--- config.mk ---
export PLATFORM = sky130hd
export DESIGN_NAME = nvc_host
export DESIGN_NICKNAME = d
export VERILOG_FILES = /design/src/core/nvc_pkg.sv /design/src/core/nvc_host.sv
export SDC_FILE = /design/constraint.sdc
export NUM_CORES = 1
export LEC_CHECK = 0
export ABC_CLOCK_PERIOD_IN_PS = 7400
export BUFFER_PORTS_ARGS = -buffer_cell sky130_fd_sc_hd__buf_2
export CAP_MARGIN = 15
export CORE_ASPECT_RATIO = 2
export CORE_MARGIN = 10
export CORE_UTILIZATION = 45
export DETAILED_ROUTE_END_ITERATION = 12
export PLACE_DENSITY_LB_ADDON = 0.3
export SKIP_CTS_REPAIR_TIMING = 1
export SLEW_MARGIN = 20
export SYNTH_ARGS = -nofsm -noshare
export SYNTH_HDL_FRONTEND = slang
export SYNTH_SLANG_ARGS = --single-unit
export TNS_END_PERCENT = 20
--- constraint.sdc ---
create_clock -name clk_sys_i -period 7.4 [get_ports clk_sys_i]
set_input_delay 2.22 -clock clk_sys_i [delete_from_list [all_inputs] [get_ports clk_sys_i]]
set_output_delay 2.22 -clock clk_sys_i [all_outputs]
set_load 0.02 [all_outputs]
--- src/core/nvc_pkg.sv ---
// Package for the nonvolatile static memory host controller
package nvc_pkg;
	// ----------------------------------------
	// Geometry
	// ----------------------------------------
	localparam int ADDR_W = 15;
	localparam int DATA_W = 8;
	localparam int CMD_ADDR_W = 14;
	localparam int SEQ_LEN = 6;
	// ----------------------------------------
	// Timing (ns unless stated), clock 4 ns
	// ----------------------------------------
	localparam int CLK_PERIOD_NS = 4;
	localparam int CYCLE_TIME_NS = 45;
	localparam int SELECT_TO_END_NS = 30;
	localparam int DATA_SETUP_NS = 15;
	localparam int ADDR_HOLD_NS = 1;
	localparam int OUTPUT_OFF_NS = 15;
	localparam int SAVE_REQUEST_PULSE_NS = 15;
	localparam int SAVE_DURATION_US = 15000;
	localparam int RESTORE_DURATION_US = 50;
	localparam int SEQUENCE_ACTION_TIME_US = 70;
	localparam int POWERUP_RESTORE_MS = 20;
	// Least times round up
	localparam int CYCLE_CLKS = (CYCLE_TIME_NS + CLK_PERIOD_NS - 1) / CLK_PERIOD_NS;
	localparam int STROBE_CLKS = (SELECT_TO_END_NS + CLK_PERIOD_NS - 1) / CLK_PERIOD_NS;
	localparam int DATA_SETUP_CLKS = (DATA_SETUP_NS + CLK_PERIOD_NS - 1) / CLK_PERIOD_NS;
	localparam int HOLD_CLKS = (ADDR_HOLD_NS + CLK_PERIOD_NS - 1) / CLK_PERIOD_NS;
	localparam int OFF_CLKS = (OUTPUT_OFF_NS + CLK_PERIOD_NS - 1) / CLK_PERIOD_NS;
	localparam int PULSE_CLKS = (SAVE_REQUEST_PULSE_NS + CLK_PERIOD_NS - 1) / CLK_PERIOD_NS;
	// Wait for busy truncates; the durations are whole clock multiples, so host does not come early
	localparam int SAVE_WAIT_CLKS = SAVE_DURATION_US * 1000 / CLK_PERIOD_NS;
	localparam int RESTORE_WAIT_CLKS = RESTORE_DURATION_US * 1000 / CLK_PERIOD_NS;
	localparam int ACTION_WAIT_CLKS = SEQUENCE_ACTION_TIME_US * 1000 / CLK_PERIOD_NS;
	localparam int POWERUP_WAIT_CLKS = POWERUP_RESTORE_MS * 1000000 / CLK_PERIOD_NS;
	// ----------------------------------------
	// Command sequence addresses
	// ----------------------------------------
	localparam logic [CMD_ADDR_W-1:0] SEQ_A0 = 14'h0e38;
	localparam logic [CMD_ADDR_W-1:0] SEQ_A1 = 14'h31c7;
	localparam logic [CMD_ADDR_W-1:0] SEQ_A2 = 14'h03e0;
	localparam logic [CMD_ADDR_W-1:0] SEQ_A3 = 14'h3c1f;
	localparam logic [CMD_ADDR_W-1:0] SEQ_A4 = 14'h303f;
	localparam logic [CMD_ADDR_W-1:0] SEQ_SAVE = 14'h0fc0;
	localparam logic [CMD_ADDR_W-1:0] SEQ_RESTORE = 14'h0c63;
	// ----------------------------------------
	// Types
	// ----------------------------------------
	typedef enum logic [2:0] {
		NVC_OP_READ = 3'h0,
		NVC_OP_WRITE = 3'h1,
		NVC_OP_SW_SAVE = 3'h2,
		NVC_OP_SW_RESTORE = 3'h3,
		NVC_OP_HW_SAVE = 3'h4
	} nvc_op_type;
	typedef struct packed {
		nvc_op_type op;
		logic [ADDR_W-1:0] addr;
		logic [DATA_W-1:0] wdata;
	} nvc_req_type;
	typedef struct packed {
		logic chip_select_n;
		logic write_strobe_n;
		logic output_drive_n;
		logic [ADDR_W-1:0] addr;
	} nvc_pins_type;
endpackage : nvc_pkg

--- src/core/nvc_host.sv ---
// Host controller driving the nonvolatile static memory pins
`timescale 1ns/1ns
module nvc_host #(
	parameter int SAVE_WAIT = nvc_pkg::SAVE_WAIT_CLKS,
	parameter int RESTORE_WAIT = nvc_pkg::RESTORE_WAIT_CLKS,
	parameter int ACTION_WAIT = nvc_pkg::ACTION_WAIT_CLKS,
	parameter int POWERUP_WAIT = nvc_pkg::POWERUP_WAIT_CLKS
) (
	// Clock and reset
	input wire logic clk_sys_i,
	input wire logic reset_i,
	// Request side
	input wire logic req_valid_i,
	input wire nvc_pkg::nvc_req_type req_i,
	output logic req_ready_o,
	output logic rsp_valid_o,
	output logic [nvc_pkg::DATA_W-1:0] rsp_data_o,
	output logic busy_o,
	// Memory pins
	output nvc_pkg::nvc_pins_type pins_o,
	input wire logic [nvc_pkg::DATA_W-1:0] data_lines_i,
	output logic [nvc_pkg::DATA_W-1:0] data_lines_o,
	output logic data_lines_oe_n_o,
	input wire logic store_busy_n_i,
	output logic store_busy_n_o,
	output logic store_busy_n_oe_n_o
);
	import nvc_pkg::*;

	// ----------------------------------------
	// Pin synchronisers
	// ----------------------------------------
	logic [DATA_W-1:0] data_meta_q, data_sync_q;
	logic busy_meta_q, busy_sync_q;
	always_ff @(posedge clk_sys_i or posedge reset_i) begin
		if (reset_i) begin
			data_meta_q <= '0;
			data_sync_q <= '0;
			busy_meta_q <= 1'b1;
			busy_sync_q <= 1'b1;
		end else begin
			data_meta_q <= data_lines_i;
			data_sync_q <= data_meta_q;
			busy_meta_q <= store_busy_n_i;
			busy_sync_q <= busy_meta_q;
		end
	end

	// ----------------------------------------
	// Sequencer
	// ----------------------------------------
	typedef enum logic [3:0] {
		ST_POWERUP = 4'h0,
		ST_IDLE = 4'h1,
		ST_SETUP = 4'h2,
		ST_STROBE = 4'h3,
		ST_HOLD = 4'h4,
		ST_GAP = 4'h5,
		ST_HW_PULSE = 4'h6,
		ST_WAIT_NV = 4'h7,
		ST_WAIT_BUSY = 4'h8
	} nvc_state_type;

	localparam int CNT_W = 32;
	nvc_state_type state_q;
	logic [CNT_W-1:0] cnt_q;
	logic [CNT_W-1:0] nv_wait_q;
	nvc_req_type cur_q;
	logic [2:0] step_q;
	logic is_seq_q;
	logic [DATA_W-1:0] rdata_q;
	logic rsp_q;

	logic last_step;
	assign last_step = (step_q == 3'(SEQ_LEN - 1));

	// Address of the current sequence step; top bit kept low
	function automatic logic [ADDR_W-1:0] seq_addr(input logic [2:0] s, input nvc_op_type op);
		logic [CMD_ADDR_W-1:0] a;
		a = SEQ_A0;
		unique case (s)
			3'h0: a = SEQ_A0;
			3'h1: a = SEQ_A1;
			3'h2: a = SEQ_A2;
			3'h3: a = SEQ_A3;
			3'h4: a = SEQ_A4;
			default: a = (op == NVC_OP_SW_SAVE) ? SEQ_SAVE : SEQ_RESTORE;
		endcase
		return {1'b0, a};
	endfunction : seq_addr

	always_ff @(posedge clk_sys_i or posedge reset_i) begin
		if (reset_i) begin
			state_q <= ST_POWERUP;
			cnt_q <= '0;
			nv_wait_q <= '0;
			cur_q <= '0;
			step_q <= '0;
			is_seq_q <= 1'b0;
		end else begin
			unique case (state_q)
				ST_POWERUP: begin
					// Device restores itself after supply rise
					if (cnt_q >= CNT_W'(POWERUP_WAIT - 1)) begin
						state_q <= ST_IDLE;
						cnt_q <= '0;
					end else begin
						cnt_q <= cnt_q + 1'b1;
					end
				end
				ST_IDLE: begin
					cnt_q <= '0;
					step_q <= '0;
					if (!busy_sync_q) begin
						// Save under way by another party; accesses would be lost
						state_q <= ST_WAIT_BUSY;
					end else if (req_valid_i) begin
						cur_q <= req_i;
						unique case (req_i.op)
							NVC_OP_HW_SAVE: state_q <= ST_HW_PULSE;
							NVC_OP_SW_SAVE, NVC_OP_SW_RESTORE: begin
								is_seq_q <= 1'b1;
								cur_q.addr <= seq_addr(3'h0, req_i.op);
								state_q <= ST_SETUP;
							end
							default: begin
								is_seq_q <= 1'b0;
								state_q <= ST_SETUP;
							end
						endcase
					end
				end
				ST_SETUP: begin
					// Address settles with strobes high
					state_q <= ST_STROBE;
					cnt_q <= '0;
				end
				ST_STROBE: begin
					if (cnt_q >= CNT_W'(STROBE_CLKS - 1)) begin
						state_q <= ST_HOLD;
						cnt_q <= '0;
					end else begin
						cnt_q <= cnt_q + 1'b1;
					end
				end
				ST_HOLD: begin
					if (cnt_q >= CNT_W'(HOLD_CLKS - 1)) begin
						state_q <= ST_GAP;
						cnt_q <= '0;
					end else begin
						cnt_q <= cnt_q + 1'b1;
					end
				end
				ST_GAP: begin
					// Pads the cycle to full cycle time, and lets data float
					if (cnt_q >= CNT_W'(CYCLE_CLKS - STROBE_CLKS - HOLD_CLKS - 2)) begin
						cnt_q <= '0;
						if (is_seq_q && !last_step) begin
							step_q <= step_q + 1'b1;
							cur_q.addr <= seq_addr(step_q + 1'b1, cur_q.op);
							state_q <= ST_SETUP;
						end else if (is_seq_q) begin
							nv_wait_q <= (cur_q.op == NVC_OP_SW_SAVE)
								? CNT_W'(ACTION_WAIT + SAVE_WAIT)
								: CNT_W'(ACTION_WAIT + RESTORE_WAIT);
							state_q <= ST_WAIT_NV;
						end else begin
							state_q <= ST_IDLE;
						end
					end else begin
						cnt_q <= cnt_q + 1'b1;
					end
				end
				ST_HW_PULSE: begin
					if (cnt_q >= CNT_W'(PULSE_CLKS)) begin
						nv_wait_q <= CNT_W'(ACTION_WAIT + SAVE_WAIT);
						cnt_q <= '0;
						state_q <= ST_WAIT_NV;
					end else begin
						cnt_q <= cnt_q + 1'b1;
					end
				end
				ST_WAIT_NV: begin
					// Worst-case wait; a skipped save only costs time
					if (cnt_q >= nv_wait_q) begin
						cnt_q <= '0;
						state_q <= ST_WAIT_BUSY;
					end else begin
						cnt_q <= cnt_q + 1'b1;
					end
				end
				ST_WAIT_BUSY: begin
					if (busy_sync_q) begin
						state_q <= ST_IDLE;
					end
				end
				default: state_q <= ST_IDLE;
			endcase
		end
	end

	// ----------------------------------------
	// Read capture and response
	// ----------------------------------------
	always_ff @(posedge clk_sys_i or posedge reset_i) begin
		if (reset_i) begin
			rdata_q <= '0;
			rsp_q <= 1'b0;
		end else begin
			rsp_q <= 1'b0;
			// Sample late in strobe, after two-flop delay of the bus
			if (state_q == ST_HOLD && cur_q.op == NVC_OP_READ) begin
				rdata_q <= data_sync_q;
				rsp_q <= 1'b1;
			end else if (state_q == ST_WAIT_BUSY && busy_sync_q && cur_q.op != NVC_OP_READ
				&& cur_q.op != NVC_OP_WRITE) begin
				rsp_q <= 1'b1;
			end else if (state_q == ST_GAP && cnt_q == '0 && cur_q.op == NVC_OP_WRITE) begin
				rsp_q <= 1'b1;
			end
		end
	end

	// ----------------------------------------
	// Pin drive
	// ----------------------------------------
	logic strobe_on, is_write;
	assign strobe_on = (state_q == ST_STROBE);
	assign is_write = (cur_q.op == NVC_OP_WRITE) && !is_seq_q;
	always_ff @(posedge clk_sys_i or posedge reset_i) begin
		if (reset_i) begin
			pins_o <= '{chip_select_n: 1'b1, write_strobe_n: 1'b1,
				output_drive_n: 1'b1, addr: '0};
			data_lines_o <= '0;
			data_lines_oe_n_o <= 1'b1;
			store_busy_n_oe_n_o <= 1'b1;
		end else begin
			// Select high outside the strobe keeps device idle
			pins_o.chip_select_n <= !((state_q == ST_SETUP) || strobe_on) ||
				(state_q == ST_SETUP);
			// Write strobe low only inside select, so device never drives
			pins_o.write_strobe_n <= !(strobe_on && is_write);
			pins_o.output_drive_n <= !(strobe_on && !is_write);
			if (state_q == ST_SETUP || state_q == ST_IDLE) begin
				pins_o.addr <= cur_q.addr;
			end
			data_lines_o <= cur_q.wdata;
			// Drive data only after device released it
			data_lines_oe_n_o <= !(is_write && strobe_on
				&& cnt_q >= CNT_W'(OFF_CLKS - DATA_SETUP_CLKS + 1));
			store_busy_n_oe_n_o <= !(state_q == ST_HW_PULSE);
		end
	end

	assign store_busy_n_o = 1'b0;
	assign req_ready_o = (state_q == ST_IDLE) && busy_sync_q;
	assign rsp_valid_o = rsp_q;
	assign rsp_data_o = rdata_q;
	assign busy_o = (state_q != ST_IDLE);
endmodule : nvc_host

# ---- Word-level counts from Yosys, hierarchy flattened
# Cells that the tools add are included.
dict set report op_classes {
  muxes 41
  order_cmp 6
  n_div 0
  shift 0
  addsub 2
  mul 0
  n_eq_ne 33
  n_bitwise 1
  n_reduce_logical 39
}
# operator count
set op_table {}
lappend op_table {{2-to-1 mux 32 bit} 10}
lappend op_table {{one-hot mux 32 bit (7 select lines)} 1}
lappend op_table {{one-hot mux 14 bit (5 select lines)} 1}
lappend op_table {{>= comparator 32 x 1 -> 1 bit (second input constant)} 2}
lappend op_table {{>= comparator 32 x 3 -> 1 bit (second input constant)} 2}
lappend op_table {{one-hot mux 32 bit (2 select lines)} 1}
lappend op_table {{2-to-1 mux 23 bit} 2}
lappend op_table {{2-to-1 mux 15 bit} 3}
lappend op_table {{2-to-1 mux 4 bit} 9}
lappend op_table {{one-hot mux 4 bit (9 select lines)} 1}
lappend op_table {{adder 32 x 1 -> 32 bit (second input constant)} 1}
lappend op_table {{>= comparator 32 x 23 -> 1 bit (second input constant)} 1}
lappend op_table {{>= comparator 32 bit} 1}
lappend op_table {{zero test 32 bit} 1}
lappend op_table {{one-hot mux 15 bit (2 select lines)} 1}
lappend op_table {{2-to-1 mux 22 bit} 1}
lappend op_table {{inequality test 2 bit (second input constant)} 10}
lappend op_table {{equality test 4 x 3 -> 1 bit (second input constant)} 4}
lappend op_table {{equality test 3 x 2 -> 1 bit (second input constant)} 5}
lappend op_table {{2-to-1 mux 3 bit} 5}
lappend op_table {{logical AND 1 bit} 12}
lappend op_table {{2-to-1 mux 10 bit} 1}
lappend op_table {{AND reduction 5 bit} 2}
lappend op_table {{equality test 3 bit (second input constant)} 3}
lappend op_table {{24 further kinds} 42}
dict set report totals {
  out_inout_bits 40
  latch_bits 0
  regBits 153
  word_cells 143
  mem_bits_rw 0
  n_memories 0
  inputBits 38
  mem_bits_ro 0
}

# ---- Logic depth before layout (Yosys ltp)
dict set report depth {
  word_depth 6
  depth_mapped 10
  ltp_nobuf 9
}

# ---- Least setup slack after synthesis
# OpenSTA, ideal clock, no wires.
dict set report synth_path {
  path_kind {reg-to-output}
  start {register state_q[0]}
  end {output port req_ready_o}
  t_arrival_ns 1.155
  path_stages_with_launch 4
  n_path_buf 1
  setup_slack_ns 4.025
  cell_sequence {dfrtp_1 clkbuf_1 nor2b_1 and3_1}
}
dict set report synth_between {
  elab_chain_len 2
}
# element line_no
set synth_lines {}
lappend synth_lines {{start, declared} nvc_host.sv:65} ;# nvc_state_type state_q;
lappend synth_lines {{start signal, assigned} nvc_host.sv:94} ;# state_q <= ST_POWERUP;
lappend synth_lines {{start signal, assigned} nvc_host.sv:105} ;# state_q <= ST_IDLE;
lappend synth_lines {{start signal, assigned} nvc_host.sv:116} ;# state_q <= ST_WAIT_BUSY;
lappend synth_lines {{equality test 4 x 1 -> 1 bit} nvc_host.sv:256} ;# assign req_ready_o = (state_q == ST_IDLE) && busy_sync_q;
lappend synth_lines {{logical AND 1 bit} nvc_host.sv:256}
lappend synth_lines {{end, declared} nvc_host.sv:15} ;# output logic req_ready_o,
# Every way passes these cells.

# ---- Worst setup path after layout
dict set report layout_path {
  start {register state_q[3]}
  end {output port busy_o}
}
dict set report layout_between {
  elab_chain_len 1
}
# element line_no
set layout_lines {}
lappend layout_lines {{inequality test 4 x 1 -> 1 bit} nvc_host.sv:259} ;# assign busy_o = (state_q != ST_IDLE);
lappend layout_lines {{end, declared} nvc_host.sv:18} ;# output logic busy_o,
# Every way passes these cells.

==> impl_metrics.json <==
{
  "top_layer": "met4",
  "crit_fanout": 46,
  "maxSlewHeadroom": 0.347,
  "netlist_area_um2": 6050,
  "cts_tree": "yes",
  "cp_slowest_cell": "dfrtp_1",
  "die_w_um": 102,
  "final_max_slew_viol_count": 0,
  "drt-total-wl_um": 14900,
  "track_usage": 0.166,
  "portBuffers": 76,
  "worstSetupEndpointType": "output port",
  "die-area_um2": 18800,
  "max-vdd-ir-drop_mv": 0.131,
  "async_flop_share": 1.00,
  "num_io_pins": 78,
  "fin_nets": 704,
  "synth_top_family_by_area": "simple AND/OR/NAND/NOR gates",
  "cp.required_ps": 5180,
  "dr_wl_met2_um": 8490,
  "clkTransAtPathRegs_ps": 70,
  "ff2ff_setup_slack_ps": 4090,
  "rsz0062_at_grt": "no",
  "worstSetupPathType": "register to output port",
  "finClkSkew_ps": 11.4,
  "synth.distinct_cells": 67,
  "synth_compound_area_frac": 0.136,
  "cts.sinks": 124,
  "dp.final_hpwl_um": 11100,
  "remaining_drc_errors": 0,
  "leakagePower_uw": 0.00347,
  "wl_met1_um": 5120,
  "cp_slowest_stage_delay_ps": 350,
  "cts_max_path_buffers": 2,
  "crit_chain": "buf_4 > nor2b_1 > nand2_1 > buf_2",
  "ant_nets": 0,
  "fp.dieH_um": 184,
  "status": "completed",
  "pre_cts_slack_ps": 3660,
  "hold_viol": 0,
  "synth_fa_ha_area_frac": 0.0538,
  "setup-tns-final_ps": 0,
  "avgSynthCellArea_um2": 10.6,
  "grt_start_max_net_pins": 68,
  "dr_wl_met3_um": 696,
  "synth_edf_count": 0,
  "max_freq_ghz": 0.250,
  "antenna_found_initial": 1,
  "maxCapViolations": 0,
  "synth_top_flop_cell": "dfrtp_1",
  "fin_util": 0.539,
  "total_power_uw": 1520,
  "cp-start-kind": "register",
  "grt_overflow": 0,
  "synth_mux_area_frac": 0.0705,
  "grt_pass1_vias": 4958,
  "critPathTopFamily": "simple AND/OR/NAND/NOR gates",
  "layout_setup_ws_ps": 3410,
  "drive_gt1_frac": 0.260,
  "finalCritPeriodShare": 0.540,
  "initial_utilization": 0.461,
  "wl_per_cell_um": 18.5,
  "vias": 4636,
  "root_buffer": "clkbuf_16",
  "synth_top_area_frac": 0.484,
  "synth_cells": 572,
  "pwr_density_cell_nw_per_um2": 214,
  "routabilityCongestion": 0.856,
  "yosys_warnings": 0,
  "dr.pass1.iters": 4,
  "yosysTopAreaCell": "dfrtp_1",
  "rows": 59,
  "num-fill-cells": 1163,
  "worstSkewPairLatency_ps": 420,
  "synth_xor_area_frac": 0.00289,
  "post-route-min-period_ps": 3990,
  "hold_class": "register to register",
  "ys_ff_latch": 124,
  "syn_nets": 636,
  "core_um2": 13100,
  "area_growth_pct": 17.1,
  "via_per_inst": 5.75,
  "yosysSeqAreaShare": 0.514,
  "path_buf_inv": 2,
  "timing.hold.ws_ps": 349,
  "synth-simple-area-share": 0.187,
  "worstPathArrival_ps": 1770,
  "numCtsBuffers": 17,
  "finalSetupViolations": 0,
  "grt_first_pass_wirelength_um": 24300,
  "ys_top_cells_by_area": "dfrtp_1 48%, mux2_2 6.9%, ha_1 5.4%",
  "worst-slew-pin-transition_ps": 970,
  "htreeDepth": 4,
  "drtIter0Drc": 249
}
## cells by family (layout without fill, tap and decap cells)
kind of cell	Yosys count	count (layout)
compound gates	114	114
xor+xnor	2	2
fa+ha+maj	26	26
buf+inv	51	132
flops	124	124
mux	38	38
other cells	1	2
simple gates	216	216
## report_power, final
part           total, uW  internal [uW]  switching [uW]
sequential           685            684            1.72
combinational       30.3           9.85            20.5
clock                800            446             353
## Yosys cell counts (8+ instances only)
master / n
nand3_1: 32
nor2_1: 52
mux2_2: 37
and2_1: 13
dfrtp_1: 117
a22o_1: 9
clkbuf_1: 21
o21ai_0: 14
inv_1: 21
nand2_1: 46
ha_1: 26
nand4_1: 8
a21oi_1: 33
## worst reg2reg max path: stages, from the launching register on
cell	delay (ps)
dfrtp_1	740
nand4bb_1	590
or2_2	490
a211oi_1	360
a31oi_2	100
o21ai_4	330
nand2_4	270
o311ai_1	340
## worst paths after layout
path                                               start                        to  cells past startpoint
worst max-delay path              state_q[3]$_DFFE_PP0P_                    busy_o                      4
worst min-delay path            data_meta_q[4]$_DFF_PP0_  data_sync_q[4]$_DFF_PP0_                      0
worst max register to register    state_q[2]$_DFFE_PP0P_     cnt_q[22]$_DFFE_PP0P_                      7
worst min register to register  data_meta_q[4]$_DFF_PP0_  data_sync_q[4]$_DFF_PP0_                      0
max in group asynchronous                        reset_i    state_q[1]$_DFFE_PP0P_                      3
min in group asynchronous                        reset_i  data_sync_q[0]$_DFF_PP0_                      2
## metal layers
layer / track usage / vias up
li1: - / 2191
met1: 0.156 / 2270
met2: 0.314 / 130
met3: 0.0377 / 45
met4: 0.0936 / 0
met5: 0 / -
## cells in the final DEF, fill, tap and decap left out, types with 4 or more instances in the layout
cell        instances
o211ai_1            4
o311ai_2            6
a21o_1              7
inv_8               5
inv_1              20
nor3_1              7
dfstp_2             7
o22ai_1             6
ha_1               26
a31oi_1             6
nand3_1            32
nand2b_1            5
nor2b_1             4
nor4_1              7
a21oi_1            33
nand2_1            46
clkbuf_16          17
and3_1              7
a211oi_1            4
and2_1             13
mux2_2             37
buf_2              76
nand4_1             8
inv_6               5
dfrtp_1           117
nand3b_1            7
nor3b_1             5
clkinvlp_4          4
nor2_1             52
a22o_1              9
o21ai_0            14
## sequential cells by signal, indices dropped and copies added, names as in the netlist
name and cells:
cur_q 26, nv_wait_q 3, data_lines_oe_n_o 1, busy_meta_q 1, state_q 4, data_meta_q 8
store_busy_n_oe_n_o 1, is_seq_q 1, rsp_valid_o 1, data_sync_q 8, step_q 3, rsp_data_o 8
cnt_q 32, busy_sync_q 1, data_lines_o 8, pins_o 18
## metrics by stage
step                cell area, um^2  instances
CTS                            7080        805
floorplan                      6050        572
global route                   7090        806
finish                         7090        806
detailed placement             6510        773
global placement               6510        773
## final cells by class
| class | instances | area, um^2 | area share |
|---|---|---|---|
| Antenna cell | 1 | 2.50 | 0.000353 |
| Inverter | 21 | 81.3 | 0.0115 |
| Clock buffer | 17 | 425 | 0.0600 |
| Multi-Input combinational cell | 397 | 2730 | 0.385 |
| Sequential cell | 124 | 3110 | 0.439 |
| Clock inverter | 15 | 146 | 0.0207 |
| Timing Repair Buffer | 79 | 403 | 0.0569 |
| Tap cell | 152 | 190 | 0.0268 |
No activity file was read; power rests on OpenSTA's default activity.
